## src/abr_pkg.sv

```systemverilog
// package: constants and types for the audio board clock/data router
package abr_pkg;

  // ---------------------------------------------------------------
  // configuration word layout (switch bank and pc port share it)
  // ---------------------------------------------------------------
  localparam int ABR_CFG_W = 10;
  localparam int ABR_MS_LSB = 0;
  localparam int ABR_MCLK_LSB = 2;
  localparam int ABR_SERIAL_DATA_INPUT_POS = 4;
  localparam int ABR_COAX_POS = 5;
  localparam int ABR_FMT_POS = 6;
  localparam int ABR_RATIO_POS = 7;
  localparam int ABR_SPEED_LSB = 8;

  // ---------------------------------------------------------------
  // encodings and reset values
  // ---------------------------------------------------------------
  localparam logic [1:0] ABR_MS_CODEC = 2'h0;
  localparam logic [1:0] ABR_MS_RX = 2'h1;
  localparam logic [1:0] ABR_MS_TX = 2'h2;
  localparam logic [1:0] ABR_MS_HDR = 2'h3;
  localparam logic [1:0] ABR_MC_RX = 2'h0;
  localparam logic [1:0] ABR_MC_CODEC = 2'h1;
  localparam logic [1:0] ABR_SPEED_SS_NODEEMPH = 2'h1;
  // defaults: codec master, rx mclk, rx serial_data_input, optical, lj, 256fs, single-speed no de-emph
  localparam logic [9:0] ABR_CFG_RESET = 10'h100;

  typedef enum logic [1:0] {ABR_SRC_CODEC, ABR_SRC_RX, ABR_SRC_TX, ABR_SRC_HDR} abr_src_t;

endpackage : abr_pkg

```

## src/abr_router.sv

```systemverilog
// audio board clock and data router: selection latch and signal steering
// Behaviour
// - switch bank settings take effect only after the reset push-button is pressed
// - attached pc cable enables pc control and ignores the switch bank
// - pc port carries codec spi/i2c control and board configuration
// - pcm header mclk, bit clock, frame clock direction follows selection
// - pcm header gets buffered codec output; header input may feed codec input
// - transmitter data comes from tx data header when pc config selects it
// - rx data header always copies receiver serial data output
// - external control header drives control signals outward by default
// - fitted direction jumper makes control header an input feeding the codec
// - serial clock master: 00 codec, 01 rx, 10 tx, 11 header
// - mclk source: 00 rx, 01 codec, 10/11 header
// - codec serial input: 0 receiver, 1 header
// - spdif input: 0 optical, 1 coaxial
// - format: 0 left-justified 24-bit, 1 i2s 24-bit
// - mclk ratio: 0 256 fs, 1 128 fs
// - speed: 00 ss de-emph, 01 ss, 10 double, 11 quad
// - spdif select drives receiver input multiplexer
// - receiver data flagged invalid when mclk not from receiver
`timescale 1ns/1ps
module abr_router
  import abr_pkg::*;
(
  input wire logic clock,
  input wire logic arst_n,
  input wire logic reset_pushbutton,
  input wire logic pc_port_connector,
  input wire logic [9:0] config_switch_bank,
  input wire logic pc_cfg_valid,
  input wire logic [9:0] pc_cfg_data,
  input wire logic pc_spi_cs_n,
  input wire logic pc_spi_clk,
  input wire logic pc_spi_mosi,
  input wire logic control_dir_jumper,
  input wire logic ext_ctl_cs_n_in,
  input wire logic ext_ctl_clk_in,
  input wire logic ext_ctl_mosi_in,
  output logic ext_ctl_cs_n_out,
  output logic ext_ctl_clk_out,
  output logic ext_ctl_mosi_out,
  output logic ext_ctl_oe_n,
  output logic codec_ctl_cs_n,
  output logic codec_ctl_clk,
  output logic codec_ctl_mosi,
  input wire logic codec_mclk,
  input wire logic rx_mclk,
  input wire logic hdr_mclk_in,
  output logic hdr_mclk_out,
  output logic hdr_mclk_oe_n,
  output logic mclk_to_board,
  input wire logic codec_bit_clock,
  input wire logic rx_bit_clock,
  input wire logic tx_bit_clock,
  input wire logic hdr_bit_clock_in,
  output logic hdr_bit_clock_out,
  output logic hdr_bit_clock_oe_n,
  output logic bit_clock_to_board,
  input wire logic codec_frame_clock,
  input wire logic rx_frame_clock,
  input wire logic tx_frame_clock,
  input wire logic hdr_frame_clock_in,
  output logic hdr_frame_clock_out,
  output logic hdr_frame_clock_oe_n,
  output logic frame_clock_to_board,
  input wire logic codec_serial_data_output,
  input wire logic rx_serial_data_output,
  input wire logic hdr_serial_data_in,
  input wire logic tx_data_header,
  output logic pcm_header_serial_data_output,
  output logic rx_data_header,
  output logic codec_serial_data_input,
  output logic tx_serial_data_input,
  output logic [1:0] serial_master_sel,
  output logic [1:0] mclk_src_sel,
  output logic serial_data_input_src_sel,
  output logic rx_coax_sel,
  output logic format_sel,
  output logic mclk_ratio_128,
  output logic [1:0] codec_speed_mode,
  output logic rx_data_valid,
  output logic pc_control_active
);

  // ---------------------------------------------------------------
  // pin synchronisers
  // ---------------------------------------------------------------
  // data and clock paths are combinational steering; only the
  // configuration inputs cross into the clocked latch
  logic [13:0] sync_q;
  logic [9:0] pc_dat_s;
  logic btn_s, pc_att_s, pc_val_s;
  logic [9:0] sw_s;
  logic jmp_s;

  abr_sync #(.WIDTH(14)) u_sync (
    .clock(clock),
    .arst_n(arst_n),
    .d({control_dir_jumper, reset_pushbutton, pc_port_connector, pc_cfg_valid, config_switch_bank}),
    .q(sync_q)
  );
  assign sw_s = sync_q[9:0];
  assign pc_val_s = sync_q[10];
  assign pc_att_s = sync_q[11];
  assign btn_s = sync_q[12];
  assign jmp_s = sync_q[13];

  // the pc word is synchronised beside its strobe; it is held stable while
  // the strobe is high, so no bit can be caught mid-change at the load edge
  abr_sync #(.WIDTH(10)) u_sync_pc (
    .clock(clock),
    .arst_n(arst_n),
    .d(pc_cfg_data),
    .q(pc_dat_s)
  );

  // ---------------------------------------------------------------
  // configuration latch
  // ---------------------------------------------------------------
  logic [9:0] cfg_reg;
  logic pc_mode_reg;
  logic pc_val_d_reg;

  always_ff @(posedge clock or negedge arst_n) begin
    if (!arst_n) begin
      pc_val_d_reg <= 1'b0;
    end else begin
      pc_val_d_reg <= pc_val_s;
    end
  end

  always_ff @(posedge clock or negedge arst_n) begin
    if (!arst_n) begin
      pc_mode_reg <= 1'b0;
    end else begin
      pc_mode_reg <= pc_att_s;
    end
  end

  // switch values are sampled only while the button is held, so a
  // change of switches alone never disturbs running routing
  always_ff @(posedge clock or negedge arst_n) begin
    if (!arst_n) begin
      cfg_reg <= ABR_CFG_RESET;
    end else if (pc_att_s) begin
      if (pc_val_s && !pc_val_d_reg) begin
        cfg_reg <= pc_dat_s;
      end
    end else if (btn_s) begin
      cfg_reg <= sw_s;
    end
  end

  assign pc_control_active = pc_mode_reg;

  // ---------------------------------------------------------------
  // decoded selections
  // ---------------------------------------------------------------
  function automatic abr_src_t mclk_src(input logic [1:0] sel);
    case (sel)
      ABR_MC_RX: mclk_src = ABR_SRC_RX;
      ABR_MC_CODEC: mclk_src = ABR_SRC_CODEC;
      default: mclk_src = ABR_SRC_HDR;
    endcase
  endfunction : mclk_src

  function automatic abr_src_t sclk_src(input logic [1:0] sel);
    case (sel)
      ABR_MS_CODEC: sclk_src = ABR_SRC_CODEC;
      ABR_MS_RX: sclk_src = ABR_SRC_RX;
      ABR_MS_TX: sclk_src = ABR_SRC_TX;
      default: sclk_src = ABR_SRC_HDR;
    endcase
  endfunction : sclk_src

  abr_src_t mc_src, sc_src;
  assign serial_master_sel = cfg_reg[ABR_MS_LSB +: 2];
  assign mclk_src_sel = cfg_reg[ABR_MCLK_LSB +: 2];
  assign serial_data_input_src_sel = cfg_reg[ABR_SERIAL_DATA_INPUT_POS];
  assign rx_coax_sel = cfg_reg[ABR_COAX_POS];
  assign format_sel = cfg_reg[ABR_FMT_POS];
  assign mclk_ratio_128 = cfg_reg[ABR_RATIO_POS];
  assign codec_speed_mode = cfg_reg[ABR_SPEED_LSB +: 2];
  assign mc_src = mclk_src(mclk_src_sel);
  assign sc_src = sclk_src(serial_master_sel);
  assign rx_data_valid = (mc_src == ABR_SRC_RX);

  // ---------------------------------------------------------------
  // clock steering
  // ---------------------------------------------------------------
  always_comb begin
    case (mc_src)
      ABR_SRC_RX: mclk_to_board = rx_mclk;
      ABR_SRC_CODEC: mclk_to_board = codec_mclk;
      default: mclk_to_board = hdr_mclk_in;
    endcase
  end

  always_comb begin
    case (sc_src)
      ABR_SRC_CODEC: begin
        bit_clock_to_board = codec_bit_clock;
        frame_clock_to_board = codec_frame_clock;
      end
      ABR_SRC_RX: begin
        bit_clock_to_board = rx_bit_clock;
        frame_clock_to_board = rx_frame_clock;
      end
      ABR_SRC_TX: begin
        bit_clock_to_board = tx_bit_clock;
        frame_clock_to_board = tx_frame_clock;
      end
      default: begin
        bit_clock_to_board = hdr_bit_clock_in;
        frame_clock_to_board = hdr_frame_clock_in;
      end
    endcase
  end

  // header buffers never fight an external master
  assign hdr_mclk_out = mclk_to_board;
  assign hdr_mclk_oe_n = (mc_src == ABR_SRC_HDR);
  assign hdr_bit_clock_out = bit_clock_to_board;
  assign hdr_bit_clock_oe_n = (sc_src == ABR_SRC_HDR);
  assign hdr_frame_clock_out = frame_clock_to_board;
  assign hdr_frame_clock_oe_n = (sc_src == ABR_SRC_HDR);

  // ---------------------------------------------------------------
  // data steering
  // ---------------------------------------------------------------
  // tx data source reuses the serial_data_input select bit: no separate field exists
  assign pcm_header_serial_data_output = codec_serial_data_output;
  assign rx_data_header = rx_serial_data_output;
  assign codec_serial_data_input = serial_data_input_src_sel ? hdr_serial_data_in
                                                : rx_serial_data_output;
  assign tx_serial_data_input = (pc_mode_reg && serial_data_input_src_sel) ? tx_data_header
                                                              : codec_serial_data_output;

  // ---------------------------------------------------------------
  // control port steering
  // ---------------------------------------------------------------
  assign ext_ctl_oe_n = jmp_s;
  assign ext_ctl_cs_n_out = pc_spi_cs_n;
  assign ext_ctl_clk_out = pc_spi_clk;
  assign ext_ctl_mosi_out = pc_spi_mosi;
  assign codec_ctl_cs_n = jmp_s ? ext_ctl_cs_n_in : pc_spi_cs_n;
  assign codec_ctl_clk = jmp_s ? ext_ctl_clk_in : pc_spi_clk;
  assign codec_ctl_mosi = jmp_s ? ext_ctl_mosi_in : pc_spi_mosi;

  // ---------------------------------------------------------------
  // checks
  // ---------------------------------------------------------------
  a_switch_hold: assert property (@(posedge clock) disable iff (!arst_n)
    (!pc_att_s && !btn_s) |=> $stable(cfg_reg))
    else $error("cfg changed without button");
  a_pc_ignores_sw: assert property (@(posedge clock) disable iff (!arst_n)
    (pc_att_s && !(pc_val_s && !pc_val_d_reg)) |=> $stable(cfg_reg))
    else $error("cfg changed in pc mode");
  a_pc_load: assert property (@(posedge clock) disable iff (!arst_n)
    (pc_att_s && pc_val_s && !pc_val_d_reg) |=> cfg_reg == $past(pc_cfg_data, 3))
    else $error("pc config not loaded");
  a_hdr_mclk_dir: assert property (@(posedge clock) disable iff (!arst_n)
    hdr_mclk_oe_n == cfg_reg[ABR_MCLK_LSB+1])
    else $error("mclk header direction");
  a_hdr_sclk_dir: assert property (@(posedge clock) disable iff (!arst_n)
    hdr_bit_clock_oe_n == (serial_master_sel == ABR_MS_HDR))
    else $error("sclk direction");
  a_rx_valid: assert property (@(posedge clock) disable iff (!arst_n)
    rx_data_valid == (mclk_src_sel == ABR_MC_RX))
    else $error("rx valid flag");
  a_ctl_dir: assert property (@(posedge clock) disable iff (!arst_n)
    $rose(control_dir_jumper) |-> ##2 ext_ctl_oe_n)
    else $error("ctl header direction");
  a_serial_data_input_route: assert property (@(posedge clock) disable iff (!arst_n)
    !serial_data_input_src_sel |-> codec_serial_data_input == rx_serial_data_output)
    else $error("serial_data_input route");
  a_frame_dir: assert property (@(posedge clock) disable iff (!arst_n)
    hdr_frame_clock_oe_n == (serial_master_sel == ABR_MS_HDR))
    else $error("frame clock direction");
  a_serial_data_input_hdr: assert property (@(posedge clock) disable iff (!arst_n)
    serial_data_input_src_sel |-> codec_serial_data_input == hdr_serial_data_in)
    else $error("serial_data_input header route");
  a_tx_source: assert property (@(posedge clock) disable iff (!arst_n)
    (pc_control_active && serial_data_input_src_sel) |-> tx_serial_data_input == tx_data_header)
    else $error("tx data source");
  a_rx_copy: assert property (@(posedge clock) disable iff (!arst_n)
    rx_data_header == rx_serial_data_output)
    else $error("rx data header copy");
  a_serial_data_output_copy: assert property (@(posedge clock) disable iff (!arst_n)
    pcm_header_serial_data_output == codec_serial_data_output)
    else $error("header serial_data_output copy");
  a_ctl_route: assert property (@(posedge clock) disable iff (!arst_n)
    jmp_s |-> codec_ctl_cs_n == ext_ctl_cs_n_in && codec_ctl_clk == ext_ctl_clk_in
    && codec_ctl_mosi == ext_ctl_mosi_in)
    else $error("ctl header input route");
  a_ctl_default: assert property (@(posedge clock) disable iff (!arst_n)
    !jmp_s |-> !ext_ctl_oe_n && codec_ctl_cs_n == pc_spi_cs_n && ext_ctl_clk_out == pc_spi_clk)
    else $error("ctl header default");
  a_pc_mode: assert property (@(posedge clock) disable iff (!arst_n)
    pc_control_active == $past(pc_att_s))
    else $error("pc mode flag");
  a_mclk_codec: assert property (@(posedge clock) disable iff (!arst_n)
    (mclk_src_sel == ABR_MC_CODEC) |-> mclk_to_board == codec_mclk)
    else $error("mclk codec route");
  a_sclk_tx: assert property (@(posedge clock) disable iff (!arst_n)
    (serial_master_sel == ABR_MS_TX) |-> bit_clock_to_board == tx_bit_clock)
    else $error("sclk tx route");
  a_sclk_hdr: assert property (@(posedge clock) disable iff (!arst_n)
    (serial_master_sel == ABR_MS_HDR) |-> frame_clock_to_board == hdr_frame_clock_in)
    else $error("frame clock header route");

endmodule : abr_router

```

## src/abr_sync.sv

```systemverilog
// two-flop synchroniser bank for board-level inputs
`timescale 1ns/1ps
module abr_sync #(
  parameter int WIDTH = 1
) (
  input wire logic clock,
  input wire logic arst_n,
  input wire logic [WIDTH-1:0] d,
  output logic [WIDTH-1:0] q
);
  logic [WIDTH-1:0] meta_reg;

  always_ff @(posedge clock or negedge arst_n) begin
    if (!arst_n) begin
      meta_reg <= '0;
      q <= '0;
    end else begin
      meta_reg <= d;
      q <= meta_reg;
    end
  end
endmodule : abr_sync
```

## config.mk

```make
export PLATFORM = sky130hd
export DESIGN_NAME = abr_router
export DESIGN_NICKNAME = d
export VERILOG_FILES = /design/src/abr_pkg.sv /design/src/abr_router.sv /design/src/abr_sync.sv
export SDC_FILE = /design/constraint.sdc
export NUM_CORES = 1
export LEC_CHECK = 0
export BUFFER_PORTS_ARGS = -buffer_cell sky130_fd_sc_hd__buf_2
export CAP_MARGIN = 20
export CORE_AREA = 5 5 69 71
export CTS_BUF_LIST = sky130_fd_sc_hd__clkbuf_4
export DETAILED_ROUTE_END_ITERATION = 8
export DIE_AREA = 0 0 74 76
export GPL_ROUTABILITY_DRIVEN = 0
export PLACE_DENSITY = 0.83
export RECOVER_POWER = 50
export SLEW_MARGIN = 20
export SYNTH_ARGS = -nofsm -noshare
export SYNTH_HDL_FRONTEND = slang
export SYNTH_HIERARCHICAL = 1
export SYNTH_SLANG_ARGS = --single-unit
```

## constraint.sdc

```tcl
create_clock -name clock -period 2.88 [get_ports clock]
set_clock_uncertainty 0.2 [all_clocks]
set_input_delay 0.288 -clock clock [delete_from_list [all_inputs] [get_ports clock]]
set_output_delay 0.288 -clock clock [all_outputs]
set_load 0.01 [all_outputs]
```

== Yosys cells after proc, flatten, opt, wreduce, memory -nomap -nowiden ==
Index checks and enable logic that the tools add are counted.

* Flip-flop bits (word level): 60
* Latch bits: 0
* Memory bits (writable): 0
* Bits in read-only memories: 0
* Bits of input ports: 47
* Output and inout bits: 32
* Word-level logic and storage cells: 38
* Memories kept: 0

* Add/sub/neg operators: 0
* Multipliers: 0
* Divide/modulo/power cells: 0
* Order comparisons: 0
* Equality and inequality tests: 9
* Shifts and indexed selects: 0
* Mux-type cells: 13
* Bitwise gates (word level): 0
* Reductions and logical operators: 9

{| class="wikitable"
|+ Operator list
! kind !! count
|-
| $mux 10 || 3
|-
| $eq 2x1->1 const B || 4
|-
| $eq 2x2->1 const B || 4
|-
| $logic_not 2->1 || 4
|-
| $pmux 1 s3 || 2
|-
| $pmux 2 s3 || 1
|-
| $mux 1 || 5
|-
| $pmux 2 s2 || 1
|-
| $logic_and 1x1->1 || 2
|-
| $ne 2x2->1 const B || 1
|-
| $pmux 1 s2 || 1
|-
| $reduce_and 2->1 || 1
|-
| $reduce_bool 2->1 || 1
|-
| $logic_not 1->1 || 1
|}

== Depth between registers and ports, before layout ==
* Depth in word-level cells: 4
* Mapped depth: 3
* Mapped depth without buffers: 2

== Hierarchy ==
Netlist, hierarchy kept.

{| class="wikitable"
|+ Modules (own cells, without submodules)
! module !! times used !! cells an instance !! area an instance (um2) !! sequential area each (um2)
|-
| abr_router || 1 || 83 || 877.1 || 301.5
|-
| abr_sync (u_sync) || 1 || 28 || 700.7 || 700.7
|-
| abr_sync (u_sync_pc) || 1 || 20 || 500.5 || 500.5
|}

== Least setup slack after synthesis ==
Ideal clock, no wire load.

* Path type: register to output
* From: register cfg_reg[0]
* To: output hdr_bit_clock_out
* Data arrival time: 1,179 ps
* Data required time: 2,392 ps
* Setup slack: 1,213 ps
* Cell stages (with the launch flop): 3
* Buffers on the path: 1
* Cells stage by stage: dfrtp_1 -> mux4_2 -> buf_4

* Longest elaborated chain between the ends: 4
* Elaborated cells on any way between the ends: 8
* Those cells by class: eq/ne: 4; mux: 2; reduce/logical: 2

{| class="wikitable"
|+ Ends and longest elaborated chain
! item !! RTL line !! text
|-
| start, declared || abr_router.sv:120 || <nowiki>logic [9:0] cfg_reg;</nowiki>
|-
| start signal, assigned || abr_router.sv:147 || <nowiki>cfg_reg <= pc_dat_s;</nowiki>
|-
| start signal, assigned || abr_router.sv:150 || <nowiki>cfg_reg <= sw_s;</nowiki>
|-
| $eq 2x2->1, or another cell as far along || abr_router.sv:168 || <nowiki>case (sel)</nowiki>
|-
| $pmux 2 s3 (*) || abr_router.sv:168 ||
|-
| $eq 2x2->1, or another cell as far along || abr_router.sv:200 || <nowiki>case (sc_src)</nowiki>
|-
| $pmux 1 s3 (*) || abr_router.sv:200 ||
|-
| end, declared || abr_router.sv:56 || <nowiki>output logic hdr_bit_clock_out,</nowiki>
|}

Mark *: on every way between the ends. The rest lies on a longest branch, timed or not.

== Worst setup path after layout ==
* From: register cfg_reg[0]
* To: output hdr_frame_clock_out

* Longest elaborated chain between the ends: 4
* Elaborated cells on any way between the ends: 8
* Those cells by class: eq/ne: 4; mux: 2; reduce/logical: 2

{| class="wikitable"
|+ Ends and longest elaborated chain
! item !! RTL line !! text
|-
| $eq 2x2->1, or another cell as far along || abr_router.sv:168 ||
|-
| $pmux 2 s3 (*) || abr_router.sv:168 ||
|-
| $eq 2x2->1, or another cell as far along || abr_router.sv:200 ||
|-
| $pmux 1 s3 (*) || abr_router.sv:200 ||
|-
| end, declared || abr_router.sv:63 || <nowiki>output logic hdr_frame_clock_out,</nowiki>
|}

Marks and branches as above.

==> metrics.txt <==
CP Class flop to primary output; GRT Total Usage 0.164; wire per inst 14.4 microns; Filler Cells Inserted 302; initial antenna violation count 0; Max Root-Sink Buffers 2; dpl hpwl 2.68 mm; Initial Utilization 0.498; Remaining Overflow, GRT 0; sequential element share of the synthesized area 0.723; Synth Cell Area 2080 sq um; Pleak 1.33 nW; largest family of logic cells by synthesized area simple AND/OR/NAND/NOR gates; drt drc 0; Hold WS 141 ps; mux share of post-synthesis cell area 0.0536; Layout area overhead 33.3%; worst hold path class flop to flop; final count of negative-setup-slack endpoints 0; Final ANT Viol Nets 0; Slew Limit Headroom 0.414; Simple-Gate Fraction of Synth Area 0.107; Max Slew Vio Count 0; Starting DRT DRC Count 26; VDD IR max 0.413 mV; Ys Warns 6; WP data required 2390 ps; chip width 74 microns; number of diodes 0; largest net degree at the start of global routing 44; Worst-Skew Late Latency 360 ps; worst slew pin tran 878 ps; xor and xnor area share after synthesis 0; first-pass GRT wire length 6.89 mm; hold-fix buffers at CTS 25; drt pass-1 iters 4; max_cap viols 0; Power Density 583 nW/um^2; Startpoint Class flop; worst path cell trace mux4_2 -> buf_2; worst-path fanout max 4; Post-Syn Area per Cell 15.9 sq um; die area 5620 sq um; DRT Wirelength 4.13 mm; CP max stage cell mux4_2; clk sinks 60; setup bufs post-CTS 0; share of cells above drive strength 1 0.387; flops & latches, synth 60; CTS tree built; RSZ-0062 raised after global routing false; vias in the first global route 1523; Area after DPL 2430 sq um; most frequent cells in the layout buf_2 (66), dfrtp_1 (59), dlygate4sd3_1 (25), clkbuf_4 (12), clkbuf_1 (12); setup TNS 0 ps; # rows 24; Final Hold Viols 0; height of the die 76 microns; crit share post-route 0.687; fmax 505 MHz; post-CTS sizing 0; H-tree depth 3; crit-path max cell delay 540 ps; Num CTS Buffers 9; Cells after Synth 131; commonest non-fill, non-tap cell in the layout buf_2; outcome complete, no violations; CP endpoint kind primary output; # port buffers 78; routed via count 1366; post-synth cell types 20; clk slew on worst S/H paths 90 ps; io pins 79; Compound-Gate Fraction of Synth Area 0.0446; NumNets Final 277; critical path arrival 1490 ps; Syn Nets 178; vias per cell 4.76; Core Footprint 4170 sq um; clk root buf clkbuf_4; min cycle time layout 1980 ps; power consumption 1.62 mW; Post-Synth Adder-Cell Area 0; Finished Cell Area 2770 sq um
final timing paths:
path                                            startpoint                              end  slack [ps]  cells past startpoint
setup / recovery                    cfg_reg[0]$_DFFE_PN0P_              hdr_frame_clock_out         900                      2
hold / removal             u_sync_pc/meta_reg[4]$_DFF_PN0_         u_sync_pc/q[4]$_DFF_PN0_         140                      0
setup reg to reg                    u_sync/q[11]$_DFF_PN0_           cfg_reg[8]$_DFFE_PN1P_        1210                      2
hold reg to reg            u_sync_pc/meta_reg[4]$_DFF_PN0_         u_sync_pc/q[4]$_DFF_PN0_         140                      0
max in group asynchronous                           arst_n           cfg_reg[8]$_DFFE_PN1P_        1080                      3
min in group asynchronous                           arst_n  u_sync_pc/meta_reg[0]$_DFF_PN0_         360                      2
routing by layer:
| metal | vias to the layer above | global-route usage | part of all wire |
|---|---|---|---|
| met1 | 664 | 0.162 | 0.34 |
| met4 | 0 | 0.0833 | 0.018 |
| li1 | 649 | - | - |
| met2 | 47 | 0.292 | 0.57 |
| met5 | - | 0 | 0 |
| met3 | 6 | 0.0567 | 0.071 |
area by class of cell:
type                    count  area (sq um)  share of cell area
well taps                  52          65.1              0.0235
inverters                  10          37.5              0.0136
repair buffers            104           633               0.229
clock inverters             4          16.3             0.00587
clock buffers              12          90.1              0.0325
multi-input cells          45           425               0.154
flip-flops and latches     60          1500               0.542
cells by family after synthesis:
logic type | after synthesis
AOI/OAI and AO/OA | 11
buffers and inverters | 26
DFF | 60
muxes | 8
and+or+nand+nor | 26
where the power goes:
group          switching [mW]  internal [mW]
combinational           0.103          0.119
sequential             0.0406          0.899
clock                   0.256          0.198
metrics by stage:
stage / worst slack, ps / utilization / cells
3_5_place_dp: 1220 / 0.582 / 246
3_3_place_gp: 1280 / 0.582 / 246
2_1_floorplan: 1210 / - / 131
6_report: 901 / 0.664 / 287
5_1_grt: 783 / 0.664 / 287
4_1_cts: 847 / 0.667 / 287
cell usage after synthesis:
cell type,count,area share
a311oi_1,10,0.042
and4bb_2,2,0.012
buf_2,2,0.0048
buf_4,9,0.033
buf_6,2,0.011
clkbuf_1,2,0.0036
clkbuf_2,1,0.0024
dfrtp_1,59,0.71
dfstp_2,1,0.013
inv_1,10,0.018
mux2_2,5,0.027
mux2i_1,1,0.0048
mux4_2,2,0.022
nand2_1,2,0.0036
nand2b_1,1,0.0030
nand3b_4,1,0.0096
nor2_1,2,0.0036
nor3b_1,10,0.036
nor4bb_1,8,0.039
o21ai_0,1,0.0024
worst max-delay path, delay by kind of cell, from the launching register on:
family	cells	cell delay, ps
buf+inv	1	160
mux	1	540
flops	1	440
Note: power is estimated with default switching activity, not from simulation.
